$ cat config.mk
export PLATFORM = sky130hd
export DESIGN_NAME = hpsc_regs
export DESIGN_NICKNAME = d
export VERILOG_FILES = /design/src/rtl/hpsc_pkg.sv /design/src/rtl/hpsc_streamer.sv /design/src/rtl/hpsc_regs.sv
export SDC_FILE = /design/constraint.sdc
export NUM_CORES = 1
export LEC_CHECK = 0
export ABC_AREA = 1
export BUFFER_PORTS_ARGS = -buffer_cell sky130_fd_sc_hd__buf_2
export CORE_ASPECT_RATIO = 1.5
export CORE_MARGIN = 5
export CORE_UTILIZATION = 50
export CTS_BUF_LIST = sky130_fd_sc_hd__clkbuf_8
export DETAILED_ROUTE_END_ITERATION = 16
export GPL_ROUTABILITY_DRIVEN = 0
export GPL_TIMING_DRIVEN = 0
export PLACE_DENSITY = 0.76
export SKIP_LAST_GASP = 1
export SLEW_MARGIN = 20
export SYNTH_ARGS = -nofsm -noshare
export SYNTH_HDL_FRONTEND = slang
export SYNTH_SLANG_ARGS = --single-unit
$ cat constraint.sdc
create_clock -name clk_i -period 2 [get_ports clk_i]
set_input_delay 0.3 -clock clk_i [delete_from_list [all_inputs] [get_ports clk_i]]
set_output_delay 0.3 -clock clk_i [all_outputs]
set_load 0.03 [all_outputs]
$ cat src/rtl/hpsc_pkg.sv
// Constants for the product string length and device configuration 3 registers.
package hpsc_pkg;

    localparam int          HPSC_LEN_W          = 7;
    localparam int          HPSC_ADDR_W         = 6;
    localparam logic [7:0]  HPSC_OFS_PROD_LEN   = 8'h24;
    localparam logic [7:0]  HPSC_OFS_CFG3       = 8'h25;
    localparam logic [6:0]  HPSC_PROD_LEN_RST   = 7'h00;
    localparam logic [6:0]  HPSC_PROD_LEN_MAX   = 7'h40;
    localparam logic [3:0]  HPSC_CFG3_RST       = 4'h0;
    localparam int          HPSC_BIT_LEGACY     = 4;
    localparam int          HPSC_BIT_SLOW_RATE  = 2;
    localparam int          HPSC_BIT_VEND_EXCL  = 1;
    localparam int          HPSC_BIT_FULL_AUTO  = 0;
    localparam logic [7:0]  HPSC_PROD_STR_INDEX = 8'h03;

    typedef enum logic [1:0]
    {
        HPSC_IDLE = 2'b01,
        HPSC_SEND = 2'b10
    } hpsc_state_e;

endpackage

$ cat src/rtl/hpsc_streamer.sv
// Walks the product string data registers when string index 3 is requested.
`timescale 1ns/1ps

module hpsc_streamer
    import hpsc_pkg::*;
(
    input  wire logic                   clk_i,
    input  wire logic                   sys_rst_i,
    input  wire logic [HPSC_LEN_W-1:0]  length_i,
    input  wire logic                   str_req_i,
    input  wire logic [7:0]             str_index_i,
    output logic      [HPSC_ADDR_W-1:0] str_byte_addr_o,
    output logic                        str_byte_valid_o,
    output logic                        str_byte_last_o,
    output logic                        str_none_o
);

    hpsc_state_e            state;
    hpsc_state_e            next_state;
    logic [HPSC_LEN_W-1:0]  len_q;
    logic [HPSC_LEN_W-1:0]  next_len_q;
    logic [HPSC_ADDR_W-1:0] next_addr;
    logic                   next_valid;
    logic                   next_last;
    logic                   next_none;
    logic                   start;
    logic [HPSC_LEN_W-1:0]  addr_plus2;

    assign start      = str_req_i && (str_index_i == HPSC_PROD_STR_INDEX);
    assign addr_plus2 = {1'b0, str_byte_addr_o} + 7'h02;

    ////////////////////////////////////////////////////////////////////////////
    // Requests arriving while a string is in flight are ignored.
    always_comb
    begin
        next_state = state;
        next_len_q = len_q;
        next_addr  = str_byte_addr_o;
        next_valid = 1'b0;
        next_last  = 1'b0;
        next_none  = 1'b0;
        unique case (state)
            HPSC_IDLE:
            begin
                if (start && (length_i != '0))
                begin
                    next_state = HPSC_SEND;
                    next_len_q = length_i;
                    next_addr  = '0;
                    next_valid = 1'b1;
                    next_last  = (length_i == 7'h01);
                end
                else if (start)
                begin
                    next_none = 1'b1;
                end
            end
            HPSC_SEND:
            begin
                if (str_byte_last_o)
                begin
                    next_state = HPSC_IDLE;
                end
                else
                begin
                    next_addr  = str_byte_addr_o + 6'h01;
                    next_valid = 1'b1;
                    next_last  = (addr_plus2 == len_q);
                end
            end
            default:
            begin
                next_state = HPSC_IDLE;
            end
        endcase
    end

    always_ff @(posedge clk_i or posedge sys_rst_i)
    begin
        if (sys_rst_i)
        begin
            state            <= HPSC_IDLE;
            len_q            <= HPSC_PROD_LEN_RST;
            str_byte_addr_o  <= '0;
            str_byte_valid_o <= 1'b0;
            str_byte_last_o  <= 1'b0;
            str_none_o       <= 1'b0;
        end
        else
        begin
            state            <= next_state;
            len_q            <= next_len_q;
            str_byte_addr_o  <= next_addr;
            str_byte_valid_o <= next_valid;
            str_byte_last_o  <= next_last;
            str_none_o       <= next_none;
        end
    end
endmodule

$ cat src/rtl/hpsc_regs.sv
// Product string length and device configuration 3 registers of the hub.
`timescale 1ns/1ps

// Operation
// - Unused upper bits of both registers read zero; writes to them are ignored.
// - The seven-bit product length field counts the product string in bytes.
// - Length resets to zero; zero means no product string is offered.
// - Product length never exceeds sixty-four bytes, whatever a source loads.
// - Length is writable only while the custom strings option is one.
// - Non-zero length: string index 3 returns that many product string bytes.
// - Four configuration bits are writable; reads return written value OR eFuse bit.
module hpsc_regs
    import hpsc_pkg::*;
(
    input  wire logic                   clk_i,
    input  wire logic                   sys_rst_i,
    input  wire logic                   custom_text_enable_i,
    input  wire logic                   cfg_wr_i,
    input  wire logic                   cfg_rd_i,
    input  wire logic [7:0]             cfg_addr_i,
    input  wire logic [7:0]             cfg_wdata_i,
    output logic      [7:0]             cfg_rdata_o,
    output logic                        cfg_rvalid_o,
    input  wire logic                   efuse_legacy_speed_only_i,
    input  wire logic                   efuse_slow_two_wire_rate_i,
    input  wire logic                   efuse_vendor_charge_exclude_i,
    input  wire logic                   efuse_full_auto_divider_charge_i,
    output logic                        legacy_speed_only_o,
    output logic                        slow_two_wire_rate_o,
    output logic                        vendor_charge_exclude_o,
    output logic                        full_auto_divider_charge_o,
    output logic                        ss_5g_advertise_o,
    output logic                        ss_hub_enable_o,
    output logic                        product_text_present_o,
    input  wire logic                   str_req_i,
    input  wire logic [7:0]             str_index_i,
    output logic      [HPSC_ADDR_W-1:0] str_byte_addr_o,
    output logic                        str_byte_valid_o,
    output logic                        str_byte_last_o,
    output logic                        str_none_o
);

    logic [HPSC_LEN_W-1:0] product_text_length;
    logic [HPSC_LEN_W-1:0] next_product_text_length;
    logic [3:0]            cfg_bits;
    logic [3:0]            next_cfg_bits;
    logic [3:0]            efuse_bits;
    logic [3:0]            eff_bits;
    logic [7:0]            cfg3_view;
    logic [7:0]            next_rdata;
    logic                  next_present;

    // Written bits are packed legacy, slow rate, vendor exclusion, full auto.
    assign efuse_bits = {efuse_legacy_speed_only_i, efuse_slow_two_wire_rate_i,
                         efuse_vendor_charge_exclude_i, efuse_full_auto_divider_charge_i};
    assign eff_bits   = cfg_bits | efuse_bits;

    always_comb
    begin
        cfg3_view                     = 8'h00;
        cfg3_view[HPSC_BIT_LEGACY]    = eff_bits[3];
        cfg3_view[HPSC_BIT_SLOW_RATE] = eff_bits[2];
        cfg3_view[HPSC_BIT_VEND_EXCL] = eff_bits[1];
        cfg3_view[HPSC_BIT_FULL_AUTO] = eff_bits[0];
    end

    ////////////////////////////////////////////////////////////////////////////
    // Register writes from the EEPROM loader or the SMBus host.
    always_comb
    begin
        next_product_text_length = product_text_length;
        next_cfg_bits            = cfg_bits;
        if (cfg_wr_i && (cfg_addr_i == HPSC_OFS_PROD_LEN) && custom_text_enable_i)
        begin
            // Over-long lengths are clamped rather than dropped.
            if (cfg_wdata_i[6:0] > HPSC_PROD_LEN_MAX)
            begin
                next_product_text_length = HPSC_PROD_LEN_MAX;
            end
            else
            begin
                next_product_text_length = cfg_wdata_i[6:0];
            end
        end
        if (cfg_wr_i && (cfg_addr_i == HPSC_OFS_CFG3))
        begin
            next_cfg_bits = {cfg_wdata_i[HPSC_BIT_LEGACY], cfg_wdata_i[HPSC_BIT_SLOW_RATE],
                             cfg_wdata_i[HPSC_BIT_VEND_EXCL], cfg_wdata_i[HPSC_BIT_FULL_AUTO]};
        end
        next_present = (next_product_text_length != '0);
    end

    always_ff @(posedge clk_i or posedge sys_rst_i)
    begin
        if (sys_rst_i)
        begin
            product_text_length    <= HPSC_PROD_LEN_RST;
            cfg_bits               <= HPSC_CFG3_RST;
            product_text_present_o <= 1'b0;
        end
        else
        begin
            product_text_length    <= next_product_text_length;
            cfg_bits               <= next_cfg_bits;
            product_text_present_o <= next_present;
        end
    end

    ////////////////////////////////////////////////////////////////////////////
    // Read port and effective configuration outputs.
    always_comb
    begin
        next_rdata = 8'h00;
        if (cfg_rd_i && (cfg_addr_i == HPSC_OFS_PROD_LEN))
        begin
            next_rdata = {1'b0, product_text_length};
        end
        else if (cfg_rd_i && (cfg_addr_i == HPSC_OFS_CFG3))
        begin
            next_rdata = cfg3_view;
        end
    end

    always_ff @(posedge clk_i or posedge sys_rst_i)
    begin
        if (sys_rst_i)
        begin
            cfg_rdata_o                <= 8'h00;
            cfg_rvalid_o               <= 1'b0;
            legacy_speed_only_o        <= 1'b0;
            slow_two_wire_rate_o       <= 1'b0;
            vendor_charge_exclude_o    <= 1'b0;
            full_auto_divider_charge_o <= 1'b0;
            ss_5g_advertise_o          <= 1'b0;
            ss_hub_enable_o            <= 1'b0;
        end
        else
        begin
            cfg_rdata_o                <= next_rdata;
            cfg_rvalid_o               <= cfg_rd_i;
            legacy_speed_only_o        <= eff_bits[3];
            slow_two_wire_rate_o       <= eff_bits[2];
            vendor_charge_exclude_o    <= eff_bits[1];
            full_auto_divider_charge_o <= eff_bits[0];
            ss_5g_advertise_o          <= !eff_bits[3];
            ss_hub_enable_o            <= !eff_bits[3];
        end
    end

    ////////////////////////////////////////////////////////////////////////////
    hpsc_streamer hpsc_streamer_inst
    (
        .clk_i            (clk_i),
        .sys_rst_i        (sys_rst_i),
        .length_i         (product_text_length),
        .str_req_i        (str_req_i),
        .str_index_i      (str_index_i),
        .str_byte_addr_o  (str_byte_addr_o),
        .str_byte_valid_o (str_byte_valid_o),
        .str_byte_last_o  (str_byte_last_o),
        .str_none_o       (str_none_o)
    );
endmodule

==> flow_summary.yaml, run 1 <==
logic_synthesis:
  synth.yosys.seq_area_share_pct: 48.98
  postSynthAreaPerCell_um2: 8.028
  synth_area_um2: 2200
  synth-main-ff-cell: "sky130_fd_sc_hd__dfrtp_1"
  synth-warning-count: 0
  synth_fp_nets: 312
  largest_family_of_logic_cells_by_synthesized_area: "simple AND/OR/NAND/NOR gates"
  synth_cell_types: 30
  synth_edf_count: 0
  yosys.area_share.simple_pct: 32.71
  synthCells: 274
  post_synth_fa_ha_maj_area_fraction_pct: 2.275
  synth.ff_latch_count: 43
  synth-async-reset-ratio_pct: 100.0
  synth_compound_area_share_pct: 4.437
  synth.mux.area_fraction_pct: 0
  xor_xnor_fraction_of_synth_area_pct: 2.389
grt:
  grt_first_pass_wirelength_mm: 8.211
  grt_start_max_net_pins: 33
  grt_pass1_vias: 1952
  overflow: 0
  antenna_found_initial: 0
  grt_use_total_pct: 17.16
routing:
  dr.pass1.iters: 4
  detail_route.wl_per_cell_um: 11.77
  drtAntennaViolNets: 0
  remaining_drc_errors: 0
  detailedRoute.firstIterationViolations: 88
  route.vias.total: 1855
  wirelength_mm: 4.520
  vias_per_cell: 4.831
floorplan:
  chipHeight_um: 91.24
  die_w_um: 64.16
  design.die.area_um2: 5853
  initial_core_util_pct: 51.81
  num_rows: 29
  core-area_um2: 4245
  boundaryPins: 59
sta:
  hold_violations: 0
  timing.final.setup_violations: 0
  finalCritPeriodShare_pct: 86.29
  grt_setup_unrepaired: "no"
  fmax_mhz: 579.4
  clock_skew_ns: 0.01011
  final_critical_path_time_including_i_o_delays_and_setup_ns: 1.726
  final_max_slew_viol_count: 0
  final.setup.tns_ns: 0
layout:
  layout-area-overhead-vs-synth_pct: 20.48
  num-nets-final: 376
  drive_gt1_share_pct: 26.04
  postLayoutCellArea_um2: 2650
  num_antenna_cells: 0
critical_path:
  critical_path_buf_inv_count: 2
  worst_ep_arrival_time_ns: 1.90
  critical_path.max_fanout: 10
  crit_path_max_incr_delay_ns: 0.55
  cp_slowest_cell: "sky130_fd_sc_hd__dfstp_2"
  critical-path-top-cell-by-count: "sky130_fd_sc_hd__nand2_1"
  timing.critical_path.max_delay_family: "flip-flops"
  path_cells: "ha_1, inv_1, nor3_2, nand2_1, buf_4, nand2_1, o21ai_0"
  worst_ep_required_time_ns: 2.17
  crit_path_end_kind: "flop"
  crit_path_start_kind: "flop"
  worstSetupPathType: "flop to flop"
power:
  powerDensity_nw_per_um2: 823.1
  cell_leakage_power_nw: 1.476
  peakVddDrop_uv: 929.6
placement:
  portBuffers: 55
  detailed_place.area_um2: 2552
  place_hpwl_mm: 3.727
min_path:
  hold_class: "primary input to flop"
clock_network:
  clk-insertion-delay-late_ns: 0.29
  cts_tree: "yes"
  cts.repair_timing.setup_buffer_count: 0
  clockRootBuffer: "sky130_fd_sc_hd__clkbuf_8"
  sink_count: 43
  cts_inserted_buffers: 5
  cts_htree_levels: 2
  cts_buffer_depth: 2
  worst_setup_hold_path_clk_slew_ns: 0.08
run:
  maxCapViolCount: 0
run_status:
  run_status: "completed"
## layout make-up
cell class                 count  area, um2
buffer                         7      48.80
clock buffer                   6      82.58
clock inverter                 1      5.005
fill                         396       1595
inverter                      40      150.1
multi-input combinational    184      923.4
sequential                    43       1077
tap                           46      57.56
timing repair buffer          57      305.3
## final timing paths
path                       cells past startpoint  slack, ns                                           endpoint                                     from
setup / recovery                               7       0.27            hpsc_streamer_inst.len_q[0]$_DFFE_PP0P_  hpsc_streamer_inst.state[0]$_DFFE_PP1P_
hold / removal                                 1       0.16                             cfg_rvalid_o$_DFF_PP0_                                 cfg_rd_i
setup reg to reg                               7       0.27            hpsc_streamer_inst.len_q[0]$_DFFE_PP0P_  hpsc_streamer_inst.state[0]$_DFFE_PP1P_
hold reg to reg                                2       0.47                  vendor_charge_exclude_o$_DFF_PP0_                  cfg_bits[1]$_DFFE_PP0P_
max in group asynchronous                      4       1.06                   product_text_length[1]$_DFF_PP0_                                sys_rst_i
min in group asynchronous                      3       0.48  hpsc_streamer_inst.str_byte_addr_o[0]$_DFFE_PP0P_                                sys_rst_i
## cells by family after synthesis
group	after synthesis
other cells	1
compound gates	17
flops	43
xor+xnor	6
fa+ha+maj	4
buf+inv	47
simple gates	156
## synthesized netlist by cell type, types with 2 or more instances
master	count	area share (%)
sky130_fd_sc_hd__xnor2_1	2	0.80
sky130_fd_sc_hd__dfrtp_1	42	48
sky130_fd_sc_hd__nor3_2	2	0.91
sky130_fd_sc_hd__o21ai_1	2	0.46
sky130_fd_sc_hd__xor2_1	4	1.6
sky130_fd_sc_hd__nand3_1	22	5.0
sky130_fd_sc_hd__nand3b_1	3	1.0
sky130_fd_sc_hd__nand3_2	2	0.91
sky130_fd_sc_hd__nand2_2	4	1.1
sky130_fd_sc_hd__o21ai_0	5	1.1
sky130_fd_sc_hd__nand4_1	7	2.0
sky130_fd_sc_hd__a21oi_1	4	0.91
sky130_fd_sc_hd__nor2_1	34	5.8
sky130_fd_sc_hd__buf_2	3	0.68
sky130_fd_sc_hd__nor2_2	2	0.57
sky130_fd_sc_hd__ha_1	4	2.3
sky130_fd_sc_hd__nand2_1	75	13
sky130_fd_sc_hd__nor2_4	2	1.0
sky130_fd_sc_hd__inv_1	39	6.7
sky130_fd_sc_hd__o22ai_1	4	1.1
sky130_fd_sc_hd__buf_4	3	1.0
## power breakdown
group / internal [mW] / switching (mW) / total [mW]
sequential: 0.943 / 0.0611 / 1.00
combinational: 0.216 / 0.409 / 0.625
clock: 0.271 / 0.281 / 0.552
## metrics by stage
stage                     setup slack [ns]  hold WS [ns]  power [mW]  std cells  utilization [%]
final                               0.2741        0.1582       2.181        384            62.42
after global routing                0.1757        0.1448       2.340        384            62.42
after CTS                           0.2764        0.1527       2.206        384            62.42
after detailed placement            0.3028        0.2596       1.654        376            60.12
after global placement              0.1770        0.4515       1.630        375            59.65
after floorplan                     0.4706        0.3314       1.482        274                -
## layout by cell type, fill, tap and decap left out, types with 5 or more instances in the layout
master / instances
sky130_fd_sc_hd__nand2_1: 75
sky130_fd_sc_hd__buf_2: 58
sky130_fd_sc_hd__dfrtp_1: 42
sky130_fd_sc_hd__inv_1: 38
sky130_fd_sc_hd__nor2_1: 34
sky130_fd_sc_hd__nand3_1: 22
sky130_fd_sc_hd__nand4_1: 7
sky130_fd_sc_hd__clkbuf_8: 6
sky130_fd_sc_hd__o21ai_0: 5
## worst reg2reg max path, stage by stage (launching register included)
cell and delay, ns:
sky130_fd_sc_hd__dfstp_2 0.55, sky130_fd_sc_hd__ha_1 0.21, sky130_fd_sc_hd__inv_1 0.12, sky130_fd_sc_hd__nor3_2 0.23, sky130_fd_sc_hd__nand2_1 0.17, sky130_fd_sc_hd__buf_4 0.21
sky130_fd_sc_hd__nand2_1 0.06, sky130_fd_sc_hd__o21ai_0 0.07
## flip-flops by register name (all words and copies together), names as in the netlist
signal                               cells
hpsc_streamer_inst.state                 2
hpsc_streamer_inst.str_byte_last_o       1
cfg_bits                                 4
cfg_rdata_o                              7
legacy_speed_only_o                      1
hpsc_streamer_inst.str_byte_addr_o       6
slow_two_wire_rate_o                     1
hpsc_streamer_inst.len_q                 7
hpsc_streamer_inst.str_byte_valid_o      1
vendor_charge_exclude_o                  1
product_text_present_o                   1
full_auto_divider_charge_o               1
hpsc_streamer_inst.str_none_o            1
cfg_rvalid_o                             1
ss_hub_enable_o                          1
product_text_length                      7
## routing by layer
metal,track usage (%),vias up,part of all wire (%)
met5,0,-,0
met4,6.791,0,2.1
met3,2.593,8,4.4
met2,33.81,37,58
met1,17.13,832,35
li1,-,978,-
## what timing repair did
item | CTS | global route
hold buffers | 1 | 0
hold endpoints to repair | 10 | 0
resized for setup | 0 | 0
No activity file was read; power rests on OpenSTA's default activity.
==> run 2, diff against run 1 <==
==> constraint.sdc (replaced) <==
create_clock -name clk_i -period 2 [get_ports clk_i]
set_input_delay 0.4 -clock clk_i [delete_from_list [all_inputs] [get_ports clk_i]]
set_output_delay 0.4 -clock clk_i [all_outputs]
set_load 0.03 [all_outputs]
==> run 2 against run 1 <==
Compared with the run above:
- non-clock buffer count fell by 1
- sequential cell count did not move
- utilization fell by 0.24 points
- critical endpoint unchanged
- count of clock-buffer cells in the layout did not move
- critical path type unchanged
- total power fell by 0.12%
- clock skew fell by 0.00066 ns
- setup slack barely moved
==> flow_summary.yaml, run 2 (synthesis gave the netlist of run 1 again) <==
critical_path:
  critical-path-top-cell-by-count: "sky130_fd_sc_hd__nand2_1"
  worstSetupPathType: "flop to flop"
  critical_path.max_fanout: 10
  crit_path_end_kind: "flop"
  worst_r2r_path_depth: 7
  cp_slowest_cell: "sky130_fd_sc_hd__dfstp_2"
  crit_path_start_kind: "flop"
  worst_ep_required_time_ns: 2.17
  path_cells: "ha_1, inv_1, nor3_2, nand2_1, buf_4, nand2_1, o21ai_0"
  crit_path_max_incr_delay_ns: 0.55
  worst_ep_arrival_time_ns: 1.90
clock_network:
  worst_setup_hold_path_clk_slew_ns: 0.08
  cts.repair.resized: 0
  cts_tree: "yes"
  cts_inserted_buffers: 5
  clk-insertion-delay-late_ns: 0.29
  cts_hold_buffers: 0
  cts_htree_levels: 2
  sink_count: 43
  cts_buffer_depth: 2
  cts.repair_timing.setup_buffer_count: 0
  clockRootBuffer: "sky130_fd_sc_hd__clkbuf_8"
placement:
  place_hpwl_mm: 3.727
  portBuffers: 55
  place_inst: 376
  detailed_place.area_um2: 2552
run:
  maxCapViolCount: 0
grt:
  grt_pass1_vias: 1952
  grt_use_total_pct: 17.16
  grt_start_max_net_pins: 33
  antenna_found_initial: 0
  overflow: 0
  grt_first_pass_wirelength_mm: 8.211
power:
  peakVddDrop_uv: 926.5
  cell_leakage_power_nw: 1.471
  powerDensity_nw_per_um2: 825.2
layout:
  layout-area-overhead-vs-synth_pct: 20.02
  num_antenna_cells: 0
  biggestRegsByFlops: "cfg_rdata_o: 7 flops, hpsc_streamer_inst.len_q: 7 flops, product_text_length: 7 flops"
  num-nets-final: 375
  postLayoutCellArea_um2: 2640
  most_frequent_standard_cell_in_the_layout_excluding_fill_and_tap_cells: "sky130_fd_sc_hd__nand2_1"
  drive_gt1_share_pct: 26.11
  layout.cells.most_common_list: "sky130_fd_sc_hd__nand2_1, sky130_fd_sc_hd__buf_2, sky130_fd_sc_hd__dfrtp_1"
  finish.cell_count_without_fillers: 383
routing:
  detailedRoute.firstIterationViolations: 82
  remaining_drc_errors: 0
  route.vias.total: 1850
  vias_per_cell: 4.830
  wirelength_mm: 4.515
  detail_route.wl_per_cell_um: 11.79
  drtAntennaViolNets: 0
  dr.pass1.iters: 4
floorplan:
  design.die.area_um2: 5853
  chipHeight_um: 91.24
  core-area_um2: 4245
  die_w_um: 64.16
  num_rows: 29
  boundaryPins: 59
  initial_core_util_pct: 51.81
sta:
  grt_setup_unrepaired: "no"
  fmax_mhz: 579.3
  clock_skew_ns: 0.009444
  finalCritPeriodShare_pct: 86.31
  final_critical_path_time_including_i_o_delays_and_setup_ns: 1.726
  hold_violations: 0
  final.setup.tns_ns: 0
  timing.final.setup_violations: 0
  final_max_slew_viol_count: 0
run_status:
  run_status: "completed"
min_path:
  hold_class: "primary input to asynchronous set/reset pin"
## run 2: layer usage
layer  global-route usage (%)  part of all wire [%]  vias up
li1                         -                     -      976
met1                    17.13                    35      829
met2                    33.81                    58       37
met3                    2.593                   4.4        8
met4                    6.791                   2.1        0
met5                        0                     0        -
## run 2: area by class of cell
class	count	area, um2
Timing Repair Buffer	56	295.3
Clock buffer	6	82.58
Sequential cell	43	1077
Clock inverter	1	5.005
Buffer	7	48.80
Multi-Input combinational cell	184	923.4
Fill cell	397	1605
Inverter	40	150.1
Tap cell	46	57.56
## run 2: through the flow
step	hold WS [ns]	utilization (%)	total power [mW]	worst slack, ns
6_report	0.03461	62.19	2.179	0.2738
5_1_grt	0.05185	62.19	2.339	0.1757
4_1_cts	0.04018	62.19	2.205	0.2764
3_5_place_dp	0.3596	60.12	1.654	0.3028
3_3_place_gp	0.4578	59.65	1.630	0.07695
2_1_floorplan	0.4217	-	1.482	0.4706
## run 2: final timing paths
path	start	end	slack, ns
worst max-delay path	hpsc_streamer_inst.state[0]$_DFFE_PP1P_	hpsc_streamer_inst.len_q[0]$_DFFE_PP0P_	0.27
worst min-delay path	sys_rst_i	hpsc_streamer_inst.str_byte_addr_o[0]$_DFFE_PP0P_	0.03
worst max register to register	hpsc_streamer_inst.state[0]$_DFFE_PP1P_	hpsc_streamer_inst.len_q[0]$_DFFE_PP0P_	0.27
worst min register to register	cfg_bits[1]$_DFFE_PP0P_	vendor_charge_exclude_o$_DFF_PP0_	0.47
max in group asynchronous	sys_rst_i	product_text_length[1]$_DFF_PP0_	1.51
min in group clk_i	cfg_rd_i	cfg_rvalid_o$_DFF_PP0_	0.26
## run 2: power breakdown
group	internal [mW]	switching (mW)
Sequential	0.943	0.0611
Combinational	0.215	0.409
Clock	0.271	0.280
## run 2: worst max-delay path, delay by kind of cell (launching register included)
family / cells / cell delay [ns]
AOI/OAI and AO/OA: 1 / 0.07
adders and majority gates: 1 / 0.20
buffers and inverters: 2 / 0.33
DFF: 1 / 0.55
and+or+nand+nor: 3 / 0.46
==> run 3, diff against run 2 <==
BUFFER_PORTS_ARGS = default   (was -buffer_cell sky130_fd_sc_hd__buf_2)
DONT_BUFFER_PORTS = 1   (was default)
PLACE_DENSITY = default   (was 0.76)
SYNTH_HIERARCHICAL = 1   (was default)
==> run 3 against run 2 <==
Compared with the run above:
- clock power grew 24%
- first-iteration DRC count down 21%
- hold slack improved by 0.069 ns
- combinational power shrank 23%
- largest cell class unchanged
- sequential power up 5%
- total power up 1.8%
- count of clock-buffer cells in the layout fell by 1
- via count decreased by 5.9%
- sequential share of layout area up 1.6 points
- clock skew is 0.0019 ns higher
- highest routed layer unchanged
==> flow_summary.yaml, run 3 <==
sta:
  transition_time_of_the_tightest_slew_check_pin_ns: 0.9098
  final_max_slew_viol_count: 0
  grt_setup_unrepaired: "no"
  final_critical_path_time_including_i_o_delays_and_setup_ns: 1.709
  clock_skew_ns: 0.01132
  finalCritPeriodShare_pct: 85.45
  setup_ws_ns: 0.2909
  fin_worst_hold_slack_ns: 0.1031
  fmax_mhz: 585.1
  slew-limit-headroom_pct: 39.28
  final.setup.tns_ns: 0
  hold_violations: 0
  timing.final.setup_violations: 0
power:
  power.share.clock_pct: 30.8
  power_switching_mw: 0.7271
  netSwitchingFraction_pct: 32.77
  p_int_mw: 1.492
  share_comb_of_total_power_pct: 21.7
  finalPower_mw: 2.219
  powerDensity_nw_per_um2: 872.7
  peakVddDrop_uv: 460.2
  cell_leakage_power_nw: 1.302
  p_seq_share_pct: 47.5
layout:
  drive_gt1_share_pct: 19.46
  layout-area-overhead-vs-synth_pct: 8.316
  num_antenna_cells: 0
  number_of_filler_instances_in_the_final_layout: 464
  num-nets-final: 335
  most_frequent_standard_cell_in_the_layout_excluding_fill_and_tap_cells: "sky130_fd_sc_hd__nand2_1"
  layout.cells.most_common_list: "sky130_fd_sc_hd__nand2_1, sky130_fd_sc_hd__inv_1, sky130_fd_sc_hd__dfrtp_1"
  biggestRegsByFlops: "cfg_rdata_o: 7 flops, hpsc_streamer_inst/len_q: 7 flops, product_text_length: 7 flops"
routing:
  drtAntennaViolNets: 0
  dr.pass1.iters: 4
  route.vias.total: 1741
  remaining_drc_errors: 0
  vias_per_cell: 4.809
  wirelength_mm: 4.643
  detail_route.wl_per_cell_um: 12.83
  detailedRoute.firstIterationViolations: 65
floorplan:
  chipHeight_um: 93.92
  die_w_um: 65.95
  core-area_um2: 4542
  initial_core_util_pct: 51.68
  num_rows: 30
  design.die.area_um2: 6193
  boundaryPins: 59
critical_path:
  worst_r2r_path_depth: 9
  crit_path_end_kind: "flop"
  worst_ep_required_time_ns: 2.23
  critical_path.max_fanout: 7
  r2r_end: "hpsc_streamer_inst/str_byte_last_o$_DFF_PP0_"
  worstSetupPathType: "flop to flop"
  reg2reg_from: "hpsc_streamer_inst/str_byte_addr_o[1]$_DFFE_PP0P_"
  rrSetupSlack_ns: 0.29
  crit_path_start_kind: "flop"
  worst_ep_arrival_time_ns: 1.93
placement:
  worst_slack_at_placement_ns: 0.2898
  portBuffers: 0
  place_hpwl_mm: 3.826
logic_synthesis:
  synth.yosys.seq_area_share_pct: 45.90
  synth_fp_nets: 328
  count_leader_synth: "sky130_fd_sc_hd__nand2_1"
  synth_cell_types: 33
  synth-async-reset-ratio_pct: 100.0
  synth_area_leader_cell: "sky130_fd_sc_hd__dfrtp_1"
  synth.top_cells.by_area: "sky130_fd_sc_hd__dfrtp_1, sky130_fd_sc_hd__nand2_1, sky130_fd_sc_hd__inv_1"
  synth.ff_latch_count: 43
  synthCells: 290
  synth_area_um2: 2347
  synthDominantCellAreaShare_pct: 44.78
  synth-warning-count: 6
  postSynthAreaPerCell_um2: 8.094
  synth_common_cells: "sky130_fd_sc_hd__nand2_1, sky130_fd_sc_hd__inv_1, sky130_fd_sc_hd__dfrtp_1"
  synth_edf_count: 0
  synth-main-ff-cell: "sky130_fd_sc_hd__dfrtp_1"
clock_network:
  cts_htree_levels: 2
  cts.repair_timing.setup_buffer_count: 0
  cts_inserted_buffers: 5
  cts_tree: "yes"
  clk-insertion-delay-late_ns: 0.30
  cts.repair.resized: 0
  cts_buffer_depth: 2
  clockRootBuffer: "sky130_fd_sc_hd__clkbuf_8"
  worst_setup_hold_path_clk_slew_ns: 0.09
  sink_count: 43
  cts_hold_buffers: 0
grt:
  overflow: 0
  grt_start_max_net_pins: 26
  grt_first_pass_wirelength_mm: 8.114
  antenna_found_initial: 0
  grt_use_total_pct: 17.28
  grt_pass1_vias: 1794
run:
  maxCapViolCount: 0
run_status:
  run_status: "completed"
min_path:
  hold_class: "primary input to asynchronous set/reset pin"
-- run 3: changes by cell type in the layout (fill, tap and decap cells not counted), moves of 4 or more --
cell / before / now
sky130_fd_sc_hd__buf_2: 58 / 3
sky130_fd_sc_hd__inv_1: 38 / 48
sky130_fd_sc_hd__inv_2: 2 / 6
sky130_fd_sc_hd__nand2_1: 75 / 71
sky130_fd_sc_hd__nand2_2: 4 / 11
sky130_fd_sc_hd__nand3_1: 22 / 18
sky130_fd_sc_hd__nor2_1: 34 / 22
sky130_fd_sc_hd__o21ai_1: 2 / 9
sky130_fd_sc_hd__o21ai_2: 1 / 6
-- run 3: cells by family (layout without fill, tap and decap cells) --
group,after synthesis,after routing,synth area share (%)
other cells,1,1,0.1598
buf+inv,61,69,11.03
simple gates,150,150,32.41
flops,43,43,45.90
xor+xnor,3,3,1.120
compound gates,28,28,7.249
fa+ha+maj,4,4,2.132
-- run 3: how the worst max path moves through the flow --
stage                                                            from  slack [ns]                                                end
global placement    hpsc_streamer_inst/str_byte_addr_o[1]$_DFFE_PP0P_        0.32       hpsc_streamer_inst/str_byte_last_o$_DFF_PP0_
floorplan           hpsc_streamer_inst/str_byte_addr_o[2]$_DFFE_PP0P_        0.48  hpsc_streamer_inst/str_byte_addr_o[3]$_DFFE_PP0P_
CTS                 hpsc_streamer_inst/str_byte_addr_o[1]$_DFFE_PP0P_        0.27       hpsc_streamer_inst/str_byte_last_o$_DFF_PP0_
detailed placement  hpsc_streamer_inst/str_byte_addr_o[1]$_DFFE_PP0P_        0.29       hpsc_streamer_inst/str_byte_last_o$_DFF_PP0_
global route        hpsc_streamer_inst/str_byte_addr_o[1]$_DFFE_PP0P_        0.05       hpsc_streamer_inst/str_byte_last_o$_DFF_PP0_
finish              hpsc_streamer_inst/str_byte_addr_o[1]$_DFFE_PP0P_        0.29       hpsc_streamer_inst/str_byte_last_o$_DFF_PP0_
-- run 3: layer usage --
metal	track usage, %	part of all wire (%)	up-vias
met3	4.072	5.3	6
met4	5.593	1.5	0
met1	16.79	33	793
li1	-	-	905
met2	34.31	60	37
met5	0	0	-
-- run 3: through the flow --
step           cell area [um2]  instances  util [%]
3_5_place_dp              2427        354     53.44
4_1_cts                   2542        362     55.98
2_1_floorplan             2347        290         -
3_3_place_gp              2427        354     53.44
5_1_grt                   2542        362     55.98
6_report                  2542        362     55.98
-- run 3: final cells by class --
cell class              instances  area [um2]  area share (%)
well taps                      64       80.08           3.150
clock buffers                   5       68.82           2.707
flip-flops and latches         43        1077           42.37
inverters                      54       202.7           7.972
clock inverters                 3       46.29           1.821
plain buffers                   7       56.30           2.215
multi-input cells             186        1011           39.76
-- run 3: power groups by stage --
stage	Combinational, mW	Sequential [mW]	Clock, mW
2_1_floorplan	0.409	1.06	0
3_3_place_gp	0.485	1.07	0
3_5_place_dp	0.491	1.07	0
4_1_cts	0.494	1.06	0.700
5_1_grt	0.566	1.07	0.743
6_report	0.482	1.05	0.683
-- run 3: critical path, cell delays in order, from the launching register on --
cell	delay (ns)
sky130_fd_sc_hd__dfrtp_1	0.64
sky130_fd_sc_hd__ha_1	0.30
sky130_fd_sc_hd__nand3_1	0.12
sky130_fd_sc_hd__inv_1	0.09
sky130_fd_sc_hd__nand2_1	0.05
sky130_fd_sc_hd__nand2_1	0.09
sky130_fd_sc_hd__nor2_1	0.04
sky130_fd_sc_hd__nor2_1	0.09
sky130_fd_sc_hd__nand3_1	0.09
sky130_fd_sc_hd__a21oi_1	0.13
